--- config.mk ---
export PLATFORM = sky130hd
export DESIGN_NAME = alod_decoder
export DESIGN_NICKNAME = d
export VERILOG_FILES = /design/src/design/alod_pkg.sv /design/src/design/alod_decoder.sv
export SDC_FILE = /design/constraint.sdc
export NUM_CORES = 1
export LEC_CHECK = 0
export ABC_AREA = 1
export BUFFER_PORTS_ARGS = -buffer_cell sky130_fd_sc_hd__buf_2
export CORE_MARGIN = 10
export CORE_UTILIZATION = 30
export DETAILED_ROUTE_END_ITERATION = 6
export PLACE_DENSITY_LB_ADDON = 0.25
export SYNTH_ARGS = -nofsm -noshare
export SYNTH_HDL_FRONTEND = slang
export SYNTH_SLANG_ARGS = --single-unit
export TNS_END_PERCENT = 10
--- constraint.sdc ---
create_clock -name clk -period 5.05 [get_ports clk]
set_input_delay 0.7575 -clock clk [delete_from_list [all_inputs] [get_ports clk]]
set_output_delay 0.7575 -clock clk [all_outputs]
set_load 0.01 [all_outputs]
--- src/design/alod_pkg.sv ---
// Purpose: Constants and types for the arithmetic and logic opcode decoder
// Assumes: Single system clock, machine cycle made of system clock pairs
// Notes: Used by the decoder top only, not by the bench

package alod_pkg;

   localparam int unsigned CLK_PER_MC = 2;
   localparam int unsigned CNT_W      = 4;

   localparam logic [1:0] LEN_ONE   = 2'h1;
   localparam logic [1:0] LEN_TWO   = 2'h2;
   localparam logic [1:0] LEN_THREE = 2'h3;

   localparam logic [2:0] MC_ONE  = 3'h1;
   localparam logic [2:0] MC_TWO  = 3'h2;
   localparam logic [2:0] MC_FOUR = 3'h4;

   localparam logic [3:0] HI_ADD  = 4'h2;
   localparam logic [3:0] HI_SUM_WITH_CARRY_OP = 4'h3;
   localparam logic [3:0] HI_OR   = 4'h4;
   localparam logic [3:0] HI_AND  = 4'h5;
   localparam logic [3:0] HI_XOR  = 4'h6;
   localparam logic [3:0] HI_MINUS_WITH_BORROW_OP = 4'h9;

   localparam logic [3:0] LO_DIR_ACC = 4'h2;
   localparam logic [3:0] LO_DIR_IMM = 4'h3;
   localparam logic [3:0] LO_IMM     = 4'h4;
   localparam logic [3:0] LO_DIR     = 4'h5;
   localparam logic [3:0] LO_IND0    = 4'h6;
   localparam logic [3:0] LO_IND1    = 4'h7;

   localparam int unsigned LO_REG_BIT = 3;

   typedef enum logic [2:0] {
      ALOD_OP_NONE,
      ALOD_OP_ADD,
      ALOD_OP_SUM_WITH_CARRY_OP,
      ALOD_OP_MINUS_WITH_BORROW_OP,
      ALOD_OP_AND,
      ALOD_OP_OR,
      ALOD_OP_XOR
   } alod_op_t;

   typedef enum logic [2:0] {
      ALOD_SRC_REG,
      ALOD_SRC_DIR,
      ALOD_SRC_IND,
      ALOD_SRC_IMM,
      ALOD_SRC_ACC,
      ALOD_SRC_IMM2
   } alod_src_t;

   typedef enum logic [1:0] {
      ALOD_SEQ_IDLE,
      ALOD_SEQ_EXEC,
      ALOD_SEQ_HOLD
   } alod_seq_t;

   typedef struct packed {
      logic      valid;
      alod_op_t  op;
      alod_src_t src;
      logic      to_dir;
      logic      mem_rd;
      logic [2:0] idx;
      logic [1:0] len;
      logic [2:0] mc;
   } alod_dec_t;

   typedef struct packed {
      alod_seq_t          seq;
      logic               ready;
      logic [CNT_W-1:0]   cnt;
      alod_dec_t          dec;
      logic [7:0]         b1;
      logic [7:0]         b2;
      logic [7:0]         acc;
      logic               carry;
      logic [7:0][7:0]    bank;
      logic               rd;
      logic               wr;
      logic [7:0]         addr;
      logic [7:0]         wdata;
      logic               consume;
      logic [1:0]         consume_len;
      logic               done;
      logic [2:0]         done_mc;
      logic               unsup;
   } alod_state_t;

endpackage

--- src/design/alod_decoder.sv ---
// Purpose: Decode, time and execute the arithmetic and logic opcode groups
// Assumes: Fetch unit presents whole instructions, data memory reads combinationally
// Notes: Unknown opcodes are taken as one byte, one machine cycle, no effect

`timescale 1ns/100ps

module alod_decoder (
   input  wire logic        clk,
   input  wire logic        reset_n,
   input  wire logic        ins_valid,
   input  wire logic [7:0]  ins_opcode,
   input  wire logic [7:0]  ins_byte1,
   input  wire logic [7:0]  ins_byte2,
   output logic             ins_ready,
   output logic             consume,
   output logic [1:0]       consume_len,
   output logic             dmem_rd,
   output logic             dmem_wr,
   output logic [7:0]       dmem_addr,
   output logic [7:0]       dmem_wdata,
   input  wire logic [7:0]  dmem_rdata,
   input  wire logic        bank_load_en,
   input  wire logic [2:0]  bank_load_idx,
   input  wire logic [7:0]  bank_load_data,
   input  wire logic        acc_load_en,
   input  wire logic [7:0]  acc_load_data,
   input  wire logic        carry_load_en,
   input  wire logic        carry_load_data,
   output logic [7:0]       acc,
   output logic             carry,
   output logic             done,
   output logic [2:0]       done_mc,
   output logic             unsupported
);

   alod_pkg::alod_state_t s_q;
   alod_pkg::alod_state_t s_d;

   // Operation, operand source, length and timing of one opcode
   function automatic alod_pkg::alod_dec_t decode(input logic [7:0] opc);
      alod_pkg::alod_dec_t d;
      logic [3:0]          hi;
      logic [3:0]          lo;
      logic                arith;
      hi       = opc[7:4];
      lo       = opc[3:0];
      d        = '0;
      d.op     = alod_pkg::ALOD_OP_NONE;
      d.src    = alod_pkg::ALOD_SRC_REG;
      d.len    = alod_pkg::LEN_ONE;
      d.mc     = alod_pkg::MC_ONE;
      case (hi)
         alod_pkg::HI_ADD:  d.op = alod_pkg::ALOD_OP_ADD;
         alod_pkg::HI_SUM_WITH_CARRY_OP: d.op = alod_pkg::ALOD_OP_SUM_WITH_CARRY_OP;
         alod_pkg::HI_MINUS_WITH_BORROW_OP: d.op = alod_pkg::ALOD_OP_MINUS_WITH_BORROW_OP;
         alod_pkg::HI_AND:  d.op = alod_pkg::ALOD_OP_AND;
         alod_pkg::HI_OR:   d.op = alod_pkg::ALOD_OP_OR;
         alod_pkg::HI_XOR:  d.op = alod_pkg::ALOD_OP_XOR;
         default:           d.op = alod_pkg::ALOD_OP_NONE;
      endcase
      arith = (d.op == alod_pkg::ALOD_OP_ADD) || (d.op == alod_pkg::ALOD_OP_SUM_WITH_CARRY_OP) ||
              (d.op == alod_pkg::ALOD_OP_MINUS_WITH_BORROW_OP);
      if (d.op != alod_pkg::ALOD_OP_NONE) begin
         if (lo[alod_pkg::LO_REG_BIT]) begin
            // Bank register picked by the three low opcode bits
            d.valid = 1'b1;
            d.src   = alod_pkg::ALOD_SRC_REG;
            d.idx   = opc[2:0];
         end else begin
            case (lo)
               alod_pkg::LO_IMM: begin
                  d.valid  = 1'b1;
                  d.src    = alod_pkg::ALOD_SRC_IMM;
                  d.len    = alod_pkg::LEN_TWO;
               end
               alod_pkg::LO_DIR: begin
                  d.valid  = 1'b1;
                  d.src    = alod_pkg::ALOD_SRC_DIR;
                  d.mem_rd = 1'b1;
                  d.len    = alod_pkg::LEN_TWO;
               end
               alod_pkg::LO_IND0, alod_pkg::LO_IND1: begin
                  d.valid  = 1'b1;
                  d.src    = alod_pkg::ALOD_SRC_IND;
                  d.mem_rd = 1'b1;
                  d.idx    = {2'h0, opc[0]};
               end
               alod_pkg::LO_DIR_ACC: begin
                  if (!arith && d.op != alod_pkg::ALOD_OP_XOR) begin
                     d.valid  = 1'b1;
                     d.src    = alod_pkg::ALOD_SRC_ACC;
                     d.to_dir = 1'b1;
                     d.mem_rd = 1'b1;
                     d.len    = alod_pkg::LEN_TWO;
                  end
               end
               alod_pkg::LO_DIR_IMM: begin
                  if (!arith && d.op != alod_pkg::ALOD_OP_XOR) begin
                     d.valid  = 1'b1;
                     d.src    = alod_pkg::ALOD_SRC_IMM2;
                     d.to_dir = 1'b1;
                     d.mem_rd = 1'b1;
                     d.len    = alod_pkg::LEN_THREE;
                     d.mc     = alod_pkg::MC_TWO;
                  end
               end
               default: d.valid = 1'b0;
            endcase
         end
      end
      if (!d.valid) begin
         d        = '0;
         d.op     = alod_pkg::ALOD_OP_NONE;
         d.src    = alod_pkg::ALOD_SRC_REG;
         d.len    = alod_pkg::LEN_ONE;
         d.mc     = alod_pkg::MC_ONE;
      end
      return d;
   endfunction

   // Result in the low byte; top bit is carry or borrow out, or the unchanged carry in for logic ops
   function automatic logic [8:0] alu(input alod_pkg::alod_op_t op,
                                      input logic [7:0]          a,
                                      input logic [7:0]          b,
                                      input logic                cin);
      logic [8:0] r;
      r = {cin, a};
      case (op)
         alod_pkg::ALOD_OP_ADD:  r = {1'b0, a} + {1'b0, b};
         alod_pkg::ALOD_OP_SUM_WITH_CARRY_OP: r = {1'b0, a} + {1'b0, b} + {8'h00, cin};
         alod_pkg::ALOD_OP_MINUS_WITH_BORROW_OP: r = {1'b0, a} - {1'b0, b} - {8'h00, cin};
         alod_pkg::ALOD_OP_AND:  r = {cin, a & b};
         alod_pkg::ALOD_OP_OR:   r = {cin, a | b};
         alod_pkg::ALOD_OP_XOR:  r = {cin, a ^ b};
         default:                r = {cin, a};
      endcase
      return r;
   endfunction

   // Clocks an instruction occupies, machine cycles times clock pairs
   function automatic logic [alod_pkg::CNT_W-1:0] span(input logic [2:0] mc);
      logic [alod_pkg::CNT_W-1:0] per;
      per = alod_pkg::CNT_W'(alod_pkg::CLK_PER_MC);
      return alod_pkg::CNT_W'(mc) * per;
   endfunction

   always_comb begin
      alod_pkg::alod_dec_t         dec;
      logic [7:0]                  opnd;
      logic [7:0]                  lhs;
      logic [8:0]                  res;
      logic                        last;
      dec       = decode(ins_opcode);
      opnd      = 8'h00;
      lhs       = 8'h00;
      res       = 9'h000;
      last      = (s_q.cnt == span(s_q.dec.mc) - alod_pkg::CNT_W'(1));
      s_d         = s_q;
      s_d.rd      = 1'b0;
      s_d.wr      = 1'b0;
      s_d.consume = 1'b0;
      s_d.done    = 1'b0;
      s_d.unsup   = 1'b0;

      // Loads from the core; a result of the instruction overrides them
      if (bank_load_en) begin
         s_d.bank[bank_load_idx] = bank_load_data;
      end
      if (acc_load_en) begin
         s_d.acc = acc_load_data;
      end
      if (carry_load_en) begin
         s_d.carry = carry_load_data;
      end

      case (s_q.seq)
         alod_pkg::ALOD_SEQ_IDLE: begin
            s_d.ready = 1'b1;
            if (ins_valid && s_q.ready) begin
               s_d.seq         = alod_pkg::ALOD_SEQ_EXEC;
               s_d.ready       = 1'b0;
               s_d.dec         = dec;
               s_d.b1          = ins_byte1;
               s_d.b2          = ins_byte2;
               s_d.cnt         = alod_pkg::CNT_W'(1);
               s_d.consume     = 1'b1;
               s_d.consume_len = dec.len;
               s_d.unsup       = !dec.valid;
               s_d.rd          = dec.mem_rd;
               if (dec.src == alod_pkg::ALOD_SRC_IND) begin
                  s_d.addr = s_q.bank[dec.idx];
               end else begin
                  s_d.addr = ins_byte1;
               end
            end
         end
         alod_pkg::ALOD_SEQ_EXEC: begin
            case (s_q.dec.src)
               alod_pkg::ALOD_SRC_REG:  opnd = s_q.bank[s_q.dec.idx];
               alod_pkg::ALOD_SRC_DIR:  opnd = dmem_rdata;
               alod_pkg::ALOD_SRC_IND:  opnd = dmem_rdata;
               alod_pkg::ALOD_SRC_IMM:  opnd = s_q.b1;
               alod_pkg::ALOD_SRC_ACC:  opnd = s_q.acc;
               alod_pkg::ALOD_SRC_IMM2: opnd = s_q.b2;
               default:                 opnd = 8'h00;
            endcase
            lhs = s_q.dec.to_dir ? dmem_rdata : s_q.acc;
            res = alu(s_q.dec.op, lhs, opnd, s_q.carry);
            if (s_q.dec.valid) begin
               if (s_q.dec.to_dir) begin
                  // Read-modify-write of the direct byte
                  s_d.wr    = 1'b1;
                  s_d.wdata = res[7:0];
               end else begin
                  s_d.acc   = res[7:0];
                  s_d.carry = res[8];
               end
            end
            s_d.cnt = s_q.cnt + alod_pkg::CNT_W'(1);
            if (last) begin
               s_d.seq     = alod_pkg::ALOD_SEQ_IDLE;
               s_d.ready   = 1'b1;
               s_d.done    = 1'b1;
               s_d.done_mc = s_q.dec.mc;
            end else begin
               s_d.seq     = alod_pkg::ALOD_SEQ_HOLD;
            end
         end
         alod_pkg::ALOD_SEQ_HOLD: begin
            // Pads the slot out to the full machine cycle count
            s_d.cnt = s_q.cnt + alod_pkg::CNT_W'(1);
            if (last) begin
               s_d.seq     = alod_pkg::ALOD_SEQ_IDLE;
               s_d.ready   = 1'b1;
               s_d.done    = 1'b1;
               s_d.done_mc = s_q.dec.mc;
            end
         end
         default: begin
            s_d.seq   = alod_pkg::ALOD_SEQ_IDLE;
            s_d.ready = 1'b0;
         end
      endcase
   end

   always_ff @(posedge clk or negedge reset_n) begin
      if (!reset_n) begin
         s_q <= '0;
      end else begin
         s_q <= s_d;
      end
   end

   assign ins_ready   = s_q.ready;
   assign consume     = s_q.consume;
   assign consume_len = s_q.consume_len;
   assign dmem_rd     = s_q.rd;
   assign dmem_wr     = s_q.wr;
   assign dmem_addr   = s_q.addr;
   assign dmem_wdata  = s_q.wdata;
   assign acc         = s_q.acc;
   assign carry       = s_q.carry;
   assign done        = s_q.done;
   assign done_mc     = s_q.done_mc;
   assign unsupported = s_q.unsup;

endmodule // alod_decoder

# Word level (Yosys, flattened, before mapping)
# Cells that the tools add are included.
[totals]
reg_bits = 137
elab_cells = 162
[op_classes]
add_sub_neg = 6
reduce_logical = 25
n_lt_le_gt_ge = 4
muxes = 55
eq_ne = 38
bitwise_logic = 3
[op_table]
columns = ["cell", "count"]
rows = [
  ["64-bit bitwise mux", 1],
  ["8-bit 2-to-1 mux", 7],
  ["9-bit case mux with 6 select lines", 1],
  ["8-bit binary-select mux with 3-bit select", 2],
  ["40-bit 2-to-1 mux", 1],
  ["8-bit case mux with 5 select lines", 1],
  ["4-bit by 3-bit == test with 1-bit output (second input constant)", 7],
  ["9-bit 2-to-1 mux", 3],
  ["8-bit demux with 3-bit select", 1],
  ["3-bit by 2-bit == test with 1-bit output (second input constant)", 7],
  ["5-bit 2-to-1 mux", 4],
  ["3-bit 2-to-1 mux", 6],
  ["3-bit case mux with 6 select lines", 1],
  ["17-bit 2-to-1 mux", 1],
  ["4-bit by 2-bit == test with 1-bit output (second input constant)", 4],
  ["3-bit == test (second input constant)", 5],
  ["3-bit case mux with 5 select lines", 1],
  ["1-bit 2-to-1 mux", 13],
  ["13-bit 2-to-1 mux", 1],
  ["3-bit by 4-bit < comparator with 1-bit output (second input constant)", 3],
  ["4-bit inequality test (second input constant)", 3],
  ["2-bit AND reduction", 5],
  ["2-bit OR reduction", 5],
  ["8-bit by 8-bit adder with 9-bit output", 1],
  ["35 further kinds", 47],
]

# Longest topological paths before layout
# Gate-level depths: netlist of the first run.
[depth]
word_depth = 15
mapped_depth = 25

# Worst setup path after synthesis of the first run
# OpenSTA, ideal clock, no wires.
[synth_path]
path_kind = "register -> register"
start = "register s_q[120] in the netlist's numbering"
end = "register s_q, in the netlist dmem_wdata[6]"
path_stages_with_launch = 24
t_arrival_ns = 3.284
required_time_ns = 4.917
synth_period_minus_slack_ns = 3.417
setup_slack_ns = 1.633
cell_sequence = "dfrtp_1 buf_6 inv_2 buf_6 clkbuf_1 nor2_1 o221ai_1 o211ai_1 nand2_1 inv_1 fa_1 fa_1 inv_1 nor2_1 o21ai_0 nand2_1 nand2_1 nand2_1 nand2_1 nand2_1 o21ai_0 nand3_1 nor3_2 o21ai_1"
[synth_via]
elab_chain_cells = 7
elab_cells_between_ends = 12
[synth_rtl]
columns = ["element", "line", "rtl"]
rows = [
  ["from (decl)", "alod_decoder.sv:36", "alod_pkg::alod_state_t s_q;"],
  ["from (signal assigned)", "alod_decoder.sv:248", "s_q <= '0;"],
  ["from (signal assigned)", "alod_decoder.sv:250", "s_q <= s_d;"],
  ["8-bit binary-select mux with 3-bit select *", "alod_decoder.sv:199", "alod_pkg::ALOD_SRC_REG: opnd = s_q.bank[s_q.dec.idx];"],
  ["8-bit 2-to-1 mux (implied by the code) *", "alod_decoder.sv:199", ""],
  ["8-bit case mux with 5 select lines *", "alod_decoder.sv:198", "case (s_q.dec.src)"],
  ["8-bit 2-to-1 mux *", "alod_decoder.sv:176", "case (s_q.seq)"],
  ["8-bit by 8-bit subtractor with 9-bit output or 8-bit by 8-bit adder with 9-bit output (tied branches)", "alod_decoder.sv:131, alod_decoder.sv:129, alod_decoder.sv:130", ""],
  ["9-bit by 1-bit subtractor with 9-bit output or 9-bit by 1-bit adder with 9-bit output (tied branches)", "alod_decoder.sv:131, alod_decoder.sv:130", ""],
  ["9-bit case mux with 6 select lines *", "alod_decoder.sv:128", "case (op)"],
]
# Mark *: on every way between the ends. The rest lies on a longest branch, timed or not. The select of a mux whose other input is x is not followed.
# A chain may end at the register's enable or synchronous reset.

==> reports/results.txt, run 1 <==
vias in the first global route: 7471
# DRC: 0
Post-synth EDFFs: 0
DR iter-0 viols: 651
global placement routability congestion: 0.8694
Initial DRT Pass Iterations: 5
combinational share of power: 52.5%
Net Sw Frac: 46.87%
Pleak: 4.662 nW
post-synth net total: 1206
largest net degree at the start of global routing: 100
initial antenna violation count: 0
CP max FO: 19
Via density: 4.852
Syn Inst Count: 1115
fmax: 243.6 MHz
Crit Reg-Reg Startpoint: s_q[121]
Tmin final: 4.106 ns
P_int: 3.277 mW
clk slew on worst S/H paths: 0.07 ns
Setup CP Type: reg -> reg
Final period util: 81.30%
r2r setup slk: 0.94 ns
Final Util: 34.70%
Post-Syn Area per Cell: 7.531 µm²
Post-synth ARST share: 100.0%
Psw: 2.891 mW
post-synthesis cell type count: 52
die width: 187.3 µm
first-pass GRT wire length: 41280 µm
H-tree Lvls: 4
clk sinks: 134
clock skew: 0.02293 ns
Post-CTS Resized: 0
vias: 7565
Post-CTS Hold Fix Bufs: 0
Root Driver: clkbuf_16
sequential share of the synthesized area: 39.93%
num ports: 94
routed length per instance: 16.34 µm
I/O Buffers: 92
min-delay worst type: in -> async
MaxCap Viol Count: 0
Critical Path RT: 5.36 ns
Worst Setup Start Kind: register
Pwr Density: 641.7 nW/µm²
reg2reg path depth: 20
Initial Util: 30.31%
Hold Vio Cnt, Final: 0
RSZ-0062 raised after global routing: no
layout cell share with drive strength beyond 1: 15.50%
post-CTS setup buffer count: 0
Core Region: 27710 µm²
Yosys reg bits: 134
Slew @ Worst Pin: 1.077 ns
die area: 35080 µm²
GRT overflow: 0
Clock Latency Late Sink: 0.44 ns
Antenna Cells: 0
Sum Neg Setup Slack: 0 ns
Clock Path Buffers: 2
WP data arrival: 4.42 ns
Main synth FF type: dfrtp_1
Slew Limit Fails: 0
final wirelength: 25470 µm
Post-Syn Area: 8397 µm²
reg2reg end: acc[6]
Final #Nets: 1259
Area growth, synth to finish: 14.48%
Worst VDD drop: 0.0002510 V
status: complete, no violations
sequential share of power: 26.1%
TritonCTS clock tree: done
FP Rows: 61
dpl hpwl: 18960 µm
part of the power in the clock network: 21.3%
ANT nets after route: 0
gr usage total: 14.48%
nature of the critical path endpoint: register
yosys warns: 0
Final setup violation count: 0
cts bufs inserted: 17
Die Y: 187.3 µm
Rel. slew slack: 27.63%
power by group through the flow:
stage	sequential (mW)	combinational [mW]	clock [mW]
4_1_cts	1.61	3.25	1.34
5_1_grt	1.65	3.71	1.39
3_3_place_gp	1.63	3.20	0
2_1_floorplan	1.53	2.55	0
6_report	1.61	3.24	1.32
3_5_place_dp	1.63	3.24	0
cell usage after synthesis, types with 8 or more instances:
| master | count | area (µm²) |
|---|---|---|
| nand2_1 | 262 | 983.4 |
| nand2_4 | 8 | 90.09 |
| nand4_1 | 8 | 50.05 |
| inv_1 | 139 | 521.8 |
| o21ai_0 | 151 | 755.7 |
| nand3_1 | 37 | 185.2 |
| clkbuf_1 | 25 | 93.84 |
| nor2_1 | 90 | 337.8 |
| nor3_1 | 12 | 60.06 |
| o211ai_1 | 8 | 60.06 |
| o221ai_1 | 12 | 105.1 |
| nand2_2 | 12 | 75.07 |
| o22ai_1 | 28 | 175.2 |
| dfrtp_1 | 134 | 3353 |
| buf_4 | 30 | 225.2 |
| ha_1 | 30 | 375.4 |
| a21oi_1 | 44 | 220.2 |
cell type report:
cell class	count	area, µm²
Tap cell	378	473.0
Fill cell	2962	18090
Clock inverter	14	173.9
Clock buffer	18	439.2
Multi-Input combinational cell	772	4121
Timing Repair Buffer	97	504.2
Sequential cell	134	3353
Inverter	146	548.0
through the flow:
step	hold WS [ns]	setup slack [ns]	power (mW)	std cells	instance area, µm²
global route	0.5001	0.4630	6.749	1559	9613
global placement	0.4607	1.047	4.828	1527	9000
finish	0.4269	0.9443	6.169	1559	9613
CTS	0.4787	0.9277	6.209	1559	9613
detailed placement	0.4606	0.9309	4.866	1527	9000
floorplan	0.4420	1.633	4.088	1115	8397
worst max path at each step:
stage,from,endpoint,slack [ns],cells past startpoint
after floorplan,s_q[120],dmem_wdata[6],1.63,23
after global placement,s_q[121],dmem_wdata[6],1.05,20
after detailed placement,s_q[121],dmem_wdata[6],0.93,20
after CTS,s_q[121],dmem_wdata[6],0.93,20
after global routing,s_q[121],dmem_wdata[6],0.46,20
final,s_q[121],acc[6],0.94,20
flip-flops by register name, summed over array words and instances, names as in the netlist:
name,count
dmem_wdata,8
consume_len,2
ins_ready,1
dmem_rd,1
unsupported,1
dmem_addr,8
done_mc,2
consume,1
dmem_wr,1
s_q,99
done,1
carry,1
acc,8
critical path: stages (launching register included):
cell and delay (ns):
dfrtp_1 0.61, inv_1 0.50, o21ai_0 0.17, o221ai_1 0.19, o211ai_1 0.12, nand2_1 0.12, inv_1 0.08, fa_1 0.45
fa_1 0.44, inv_1 0.07, nor2_1 0.04, o21ai_0 0.14, nand2_1 0.11, nand2_1 0.07, nand2_1 0.05, nand2_1 0.05
nand2_1 0.06, o21ai_0 0.28, nand3_1 0.14, nor3_2 0.23, a21oi_2 0.08
kinds of logic (layout without fill, tap and decap cells):
kind of cell	after synthesis	in the layout	synth area share, %
AND/OR/NAND/NOR	453	453	24.26
AO/OA/AOI/OAI	282	282	19.25
buffers and inverters	209	275	11.01
flip-flops	134	134	39.93
adder cells (fa/ha/maj)	33	33	5.186
XOR/XNOR	3	3	0.3130
other	1	1	0.04466
routing by layer:
metal / GRT usage, % / vias up / wire [µm]
li1: - / 3763 / -
met1: 19.69 / 3582 / 12430
met2: 22.37 / 191 / 11280
met3: 3.300 / 29 / 1280
met4: 4.249 / 0 / 482
met5: 0 / - / 0
layout by cell type, fill, tap and decap left out, drive strengths merged, types with 5 or more instances in the layout:
master / synthesis / routed
nand2: 282 / 282
o21ai: 157 / 157
inv: 145 / 148
dfrtp: 134 / 134
nor2: 99 / 99
buf: 38 / 97
a21oi: 46 / 46
nand3: 46 / 46
ha: 30 / 30
o22ai: 28 / 28
clkbuf: 25 / 18
nor3: 15 / 15
o221ai: 12 / 12
nand4: 9 / 9
o211ai: 8 / 8
a211oi: 6 / 6
o21a: 5 / 5
clkinv: 1 / 5
(Power assumes the default switching activity.)
==> run 2, diff against run 1 <==
--- a/config.mk
+++ b/config.mk
@@ -5,7 +5,7 @@
 export SDC_FILE = /design/constraint.sdc
 export NUM_CORES = 1
 export LEC_CHECK = 0
-export ABC_AREA = 1
+export ABC_AREA = 0
 export BUFFER_PORTS_ARGS = -buffer_cell sky130_fd_sc_hd__buf_2
 export CORE_MARGIN = 10
 export CORE_UTILIZATION = 30
==> constraint.sdc (replaced) <==
create_clock -name clk -period 4.15 [get_ports clk]
set_input_delay 0.6225 -clock clk [delete_from_list [all_inputs] [get_ports clk]]
set_output_delay 0.6225 -clock clk [all_outputs]
set_load 0.01 [all_outputs]
==> run 2 against run 1 <==
Fmax rose by 2.9%. Worst setup slack got worse by 0.79 ns. Combinational power rose by 83%. Sequential cell count did not move. Register-to-register slack got worse by 0.79 ns. Synthesized area rose by 1.4%. Cell area rose by 6.9%. Die area rose by 1.2%.
==> reports/results.txt, run 2 <==
layout cell share with drive strength beyond 1: 33.83% (+18 points)
Core Region: 27860 µm² (+0.55%)
Post-synth ARST share: 100.0% (unchanged)
clk sinks: 134 (unchanged)
I/O Buffers: 92 (unchanged)
filler instances: 2763 (-6.7%)
Final Util: 36.88% (+2.2 points)
min-delay worst type: in -> async
CP max FO: 11 (-8)
yosys warns: 0 (unchanged)
first-pass GRT wire length: 39070 µm (-5.4%)
Crit Reg-Reg Startpoint: s_q[120]
footprint of the multi-input gates: 4897 µm² (+19%)
DR iter-0 viols: 392 (-40%)
Tmin final: 3.991 ns (-0.1146 ns)
RSZ-0062 raised after global routing: yes
vias in the first global route: 6826 (-8.6%)
Critical Path RT: 4.42 ns (-0.94 ns)
MaxCap Viol Count: 0 (unchanged)
final wirelength: 24220 µm (-4.9%)
Root Driver: clkbuf_16
reg2reg path depth: 14 (-30%)
part of the power in the clock network: 15.0% (-6.3 points)
nature of the critical path endpoint: register
Post-CTS Hold Fix Bufs: 0 (unchanged)
Final Hold Slack: 0.2742 ns (-0.1528 ns)
sequential share of power: 21.6% (-4.5 points)
Setup CP Type: reg -> reg
P_int: 5.353 mW (+63%)
dpl hpwl: 18200 µm (-4.0%)
Psw: 4.020 mW (+39%)
fmax: 250.6 MHz (+2.9%)
Die Y: 188.5 µm (+0.62%)
number of flip-flops in the largest register: 99 (unchanged)
Hold Vio Cnt, Final: 0 (unchanged)
status: complete, no violations
Cell Count, Final, Fillers Out: 1315 (-16%)
Net Sw Frac: 42.89% (-4.0 points)
Rel. slew slack: 31.45% (+3.8 points)
gr usage total: 13.68% (-0.80 points)
Initial DRT Pass Iterations: 5 (unchanged)
Total Power: 9.373 mW (+52%)
top cells by area, synth: dfrtp_1, mux2_2, nand2_1, mux4_2, ha_1
GRT overflow: 0 (unchanged)
routed length per instance: 18.42 µm (+13%)
Post-Syn Area: 8514 µm² (+1.4%)
Post-synth EDFFs: 0 (unchanged)
FP Rows: 61 (unchanged)
Initial Util: 30.56% (+0.26 points)
Pleak: 4.455 nW (-4.5%)
Clock Latency Late Sink: 0.42 ns (-0.02 ns)
Worst VDD drop: 0.0003757 V (+50%)
commonest non-fill, non-tap cell in the layout: dfrtp_1
Syn Inst Count: 836 (-25%)
Placed Cells: 1284 (-16%)
Slew Limit Fails: 0 (unchanged)
area leader, netlist: dfrtp_1
H-tree Lvls: 4 (unchanged)
num ports: 94 (unchanged)
initial antenna violation count: 2 (+2)
die area: 35520 µm² (+1.2%)
ANT nets after route: 0 (unchanged)
largest net degree at the start of global routing: 98 (-2.0%)
Placed Area: 9545 µm² (+6.1%)
Main synth FF type: dfrtp_1
cts bufs inserted: 17 (unchanged)
most frequent cell after synthesis: dfrtp_1
Via density: 5.030 (+3.7%)
TritonCTS clock tree: done
Final #Nets: 1017 (-19%)
Synth top cells by count: dfrtp_1, nand2_1, mux2_2
combinational share of power: 63.4% (+11 points)
global placement routability congestion: 0.8467 (-2.6%)
largest reg by FF count: s_q
Slew @ Worst Pin: 1.020 ns (-0.05774 ns)
clock skew: 0.007391 ns (-0.01554 ns)
Worst Setup Start Kind: register
Yosys reg bits: 134 (unchanged)
post-synth net total: 927 (-23%)
sequential share of the synthesized area: 39.38% (-0.55 points)
r2r setup slk: 0.16 ns (-0.79 ns)
die width: 188.5 µm (+0.62%)
vias: 6615 (-13%)
Final period util: 96.17% (+15 points)
WP data arrival: 4.26 ns (-0.16 ns)
clk slew on worst S/H paths: 0.06 ns (about the same)
Reg area: 3356 µm² (about the same)
most frequent cells in the layout: dfrtp_1, nand2_1, buf_2
Antenna Cells: 0 (unchanged)
Synth top area share: 39.38% (-0.55 points)
Post-Syn Area per Cell: 10.18 µm² (+35%)
Clock Path Buffers: 2 (unchanged)
cell area after layout: 10270 µm² (+6.9%)
post-synthesis cell type count: 77 (+48%)
reg2reg end: acc[7]
Area growth, synth to finish: 20.68%
Pwr Density: 912.2 nW/µm² (+42%)
# DRC: 0 (unchanged)
Final setup violation count: 0 (unchanged)
## run 2: per-stage QoR
step,setup slack [ns],setup TNS [ns]
2_1_floorplan,-0.003094,-0.003094
5_1_grt,-0.05485,-0.2660
3_5_place_dp,-0.1406,-0.8473
3_3_place_gp,-0.07968,-0.3683
6_report,0.1589,0
4_1_cts,0.01214,0
## run 2: worst max-delay path by stage
stage,depth (start not counted),start,slack [ns],end
detailed placement,16,s_q[120],-0.14,dmem_wdata[4]
CTS,15,s_q[120],0.01,carry
global route,16,s_q[120],-0.05,dmem_wdata[4]
global placement,16,s_q[120],-0.08,dmem_wdata[4]
floorplan,17,s_q[120],-0.003,carry
finish,14,s_q[120],0.16,acc[7]
## run 2: worst max-delay path: stages (launching register included)
cell and delay (ns):
dfrtp_2 0.48, buf_12 0.14, buf_6 0.17, mux4_2 0.52, mux2_2 0.30, a221o_1 0.38, inv_1 0.07, ha_1 0.23
and2_1 0.18, nor3b_2 0.18, a2111oi_4 0.33, xnor2_1 0.15, or4_4 0.45, a31oi_4 0.18, o22ai_1 0.09
## run 2: cells by family after synthesis
| kind of cell | Yosys count | share of synthesized area, % |
|---|---|---|
| compound gates | 179 | 14.28 |
| fa+ha+maj | 33 | 5.114 |
| xor+xnor | 21 | 2.322 |
| simple gates | 225 | 12.74 |
| mux | 136 | 19.97 |
| other cells | 1 | 0.04404 |
| buf+inv | 107 | 6.143 |
| flops | 134 | 39.38 |
## run 2: routing by layer
metal  GRT usage (%)  vias to the layer above  share of wire, %
li1                -                     3172                 -
met1           18.24                     3296                47
met2           22.02                      126                47
met3           3.453                       17               5.0
met4           2.595                        4              0.83
met5               0                        -              0.11
## run 2: what timing repair did
action                                  4_1_cts  5_1_grt
endpoints found under the setup margin        8        9
buffers inserted                              0        1
gates cloned                                  0        0
pin swaps                                     0        8
gates resized for setup                       4       31
## run 2: cell type report
cell class	instances	share of cell area [%]
Clock inverter	12	1.035
Sequential cell	134	32.66
Multi-Input combinational cell	595	47.66
Timing Repair Buffer	144	8.621
Tap cell	378	4.603
Inverter	34	1.242
Clock buffer	18	4.177
## run 2: power groups by stage
stage | Combinational (mW) | Clock, mW | Sequential (mW)
4_1_cts | 5.47 | 1.44 | 2.02
6_report | 5.94 | 1.41 | 2.03
3_5_place_dp | 5.40 | 0 | 2.04
2_1_floorplan | 3.76 | 0 | 1.89
3_3_place_gp | 5.36 | 0 | 2.04
5_1_grt | 6.58 | 1.50 | 2.08
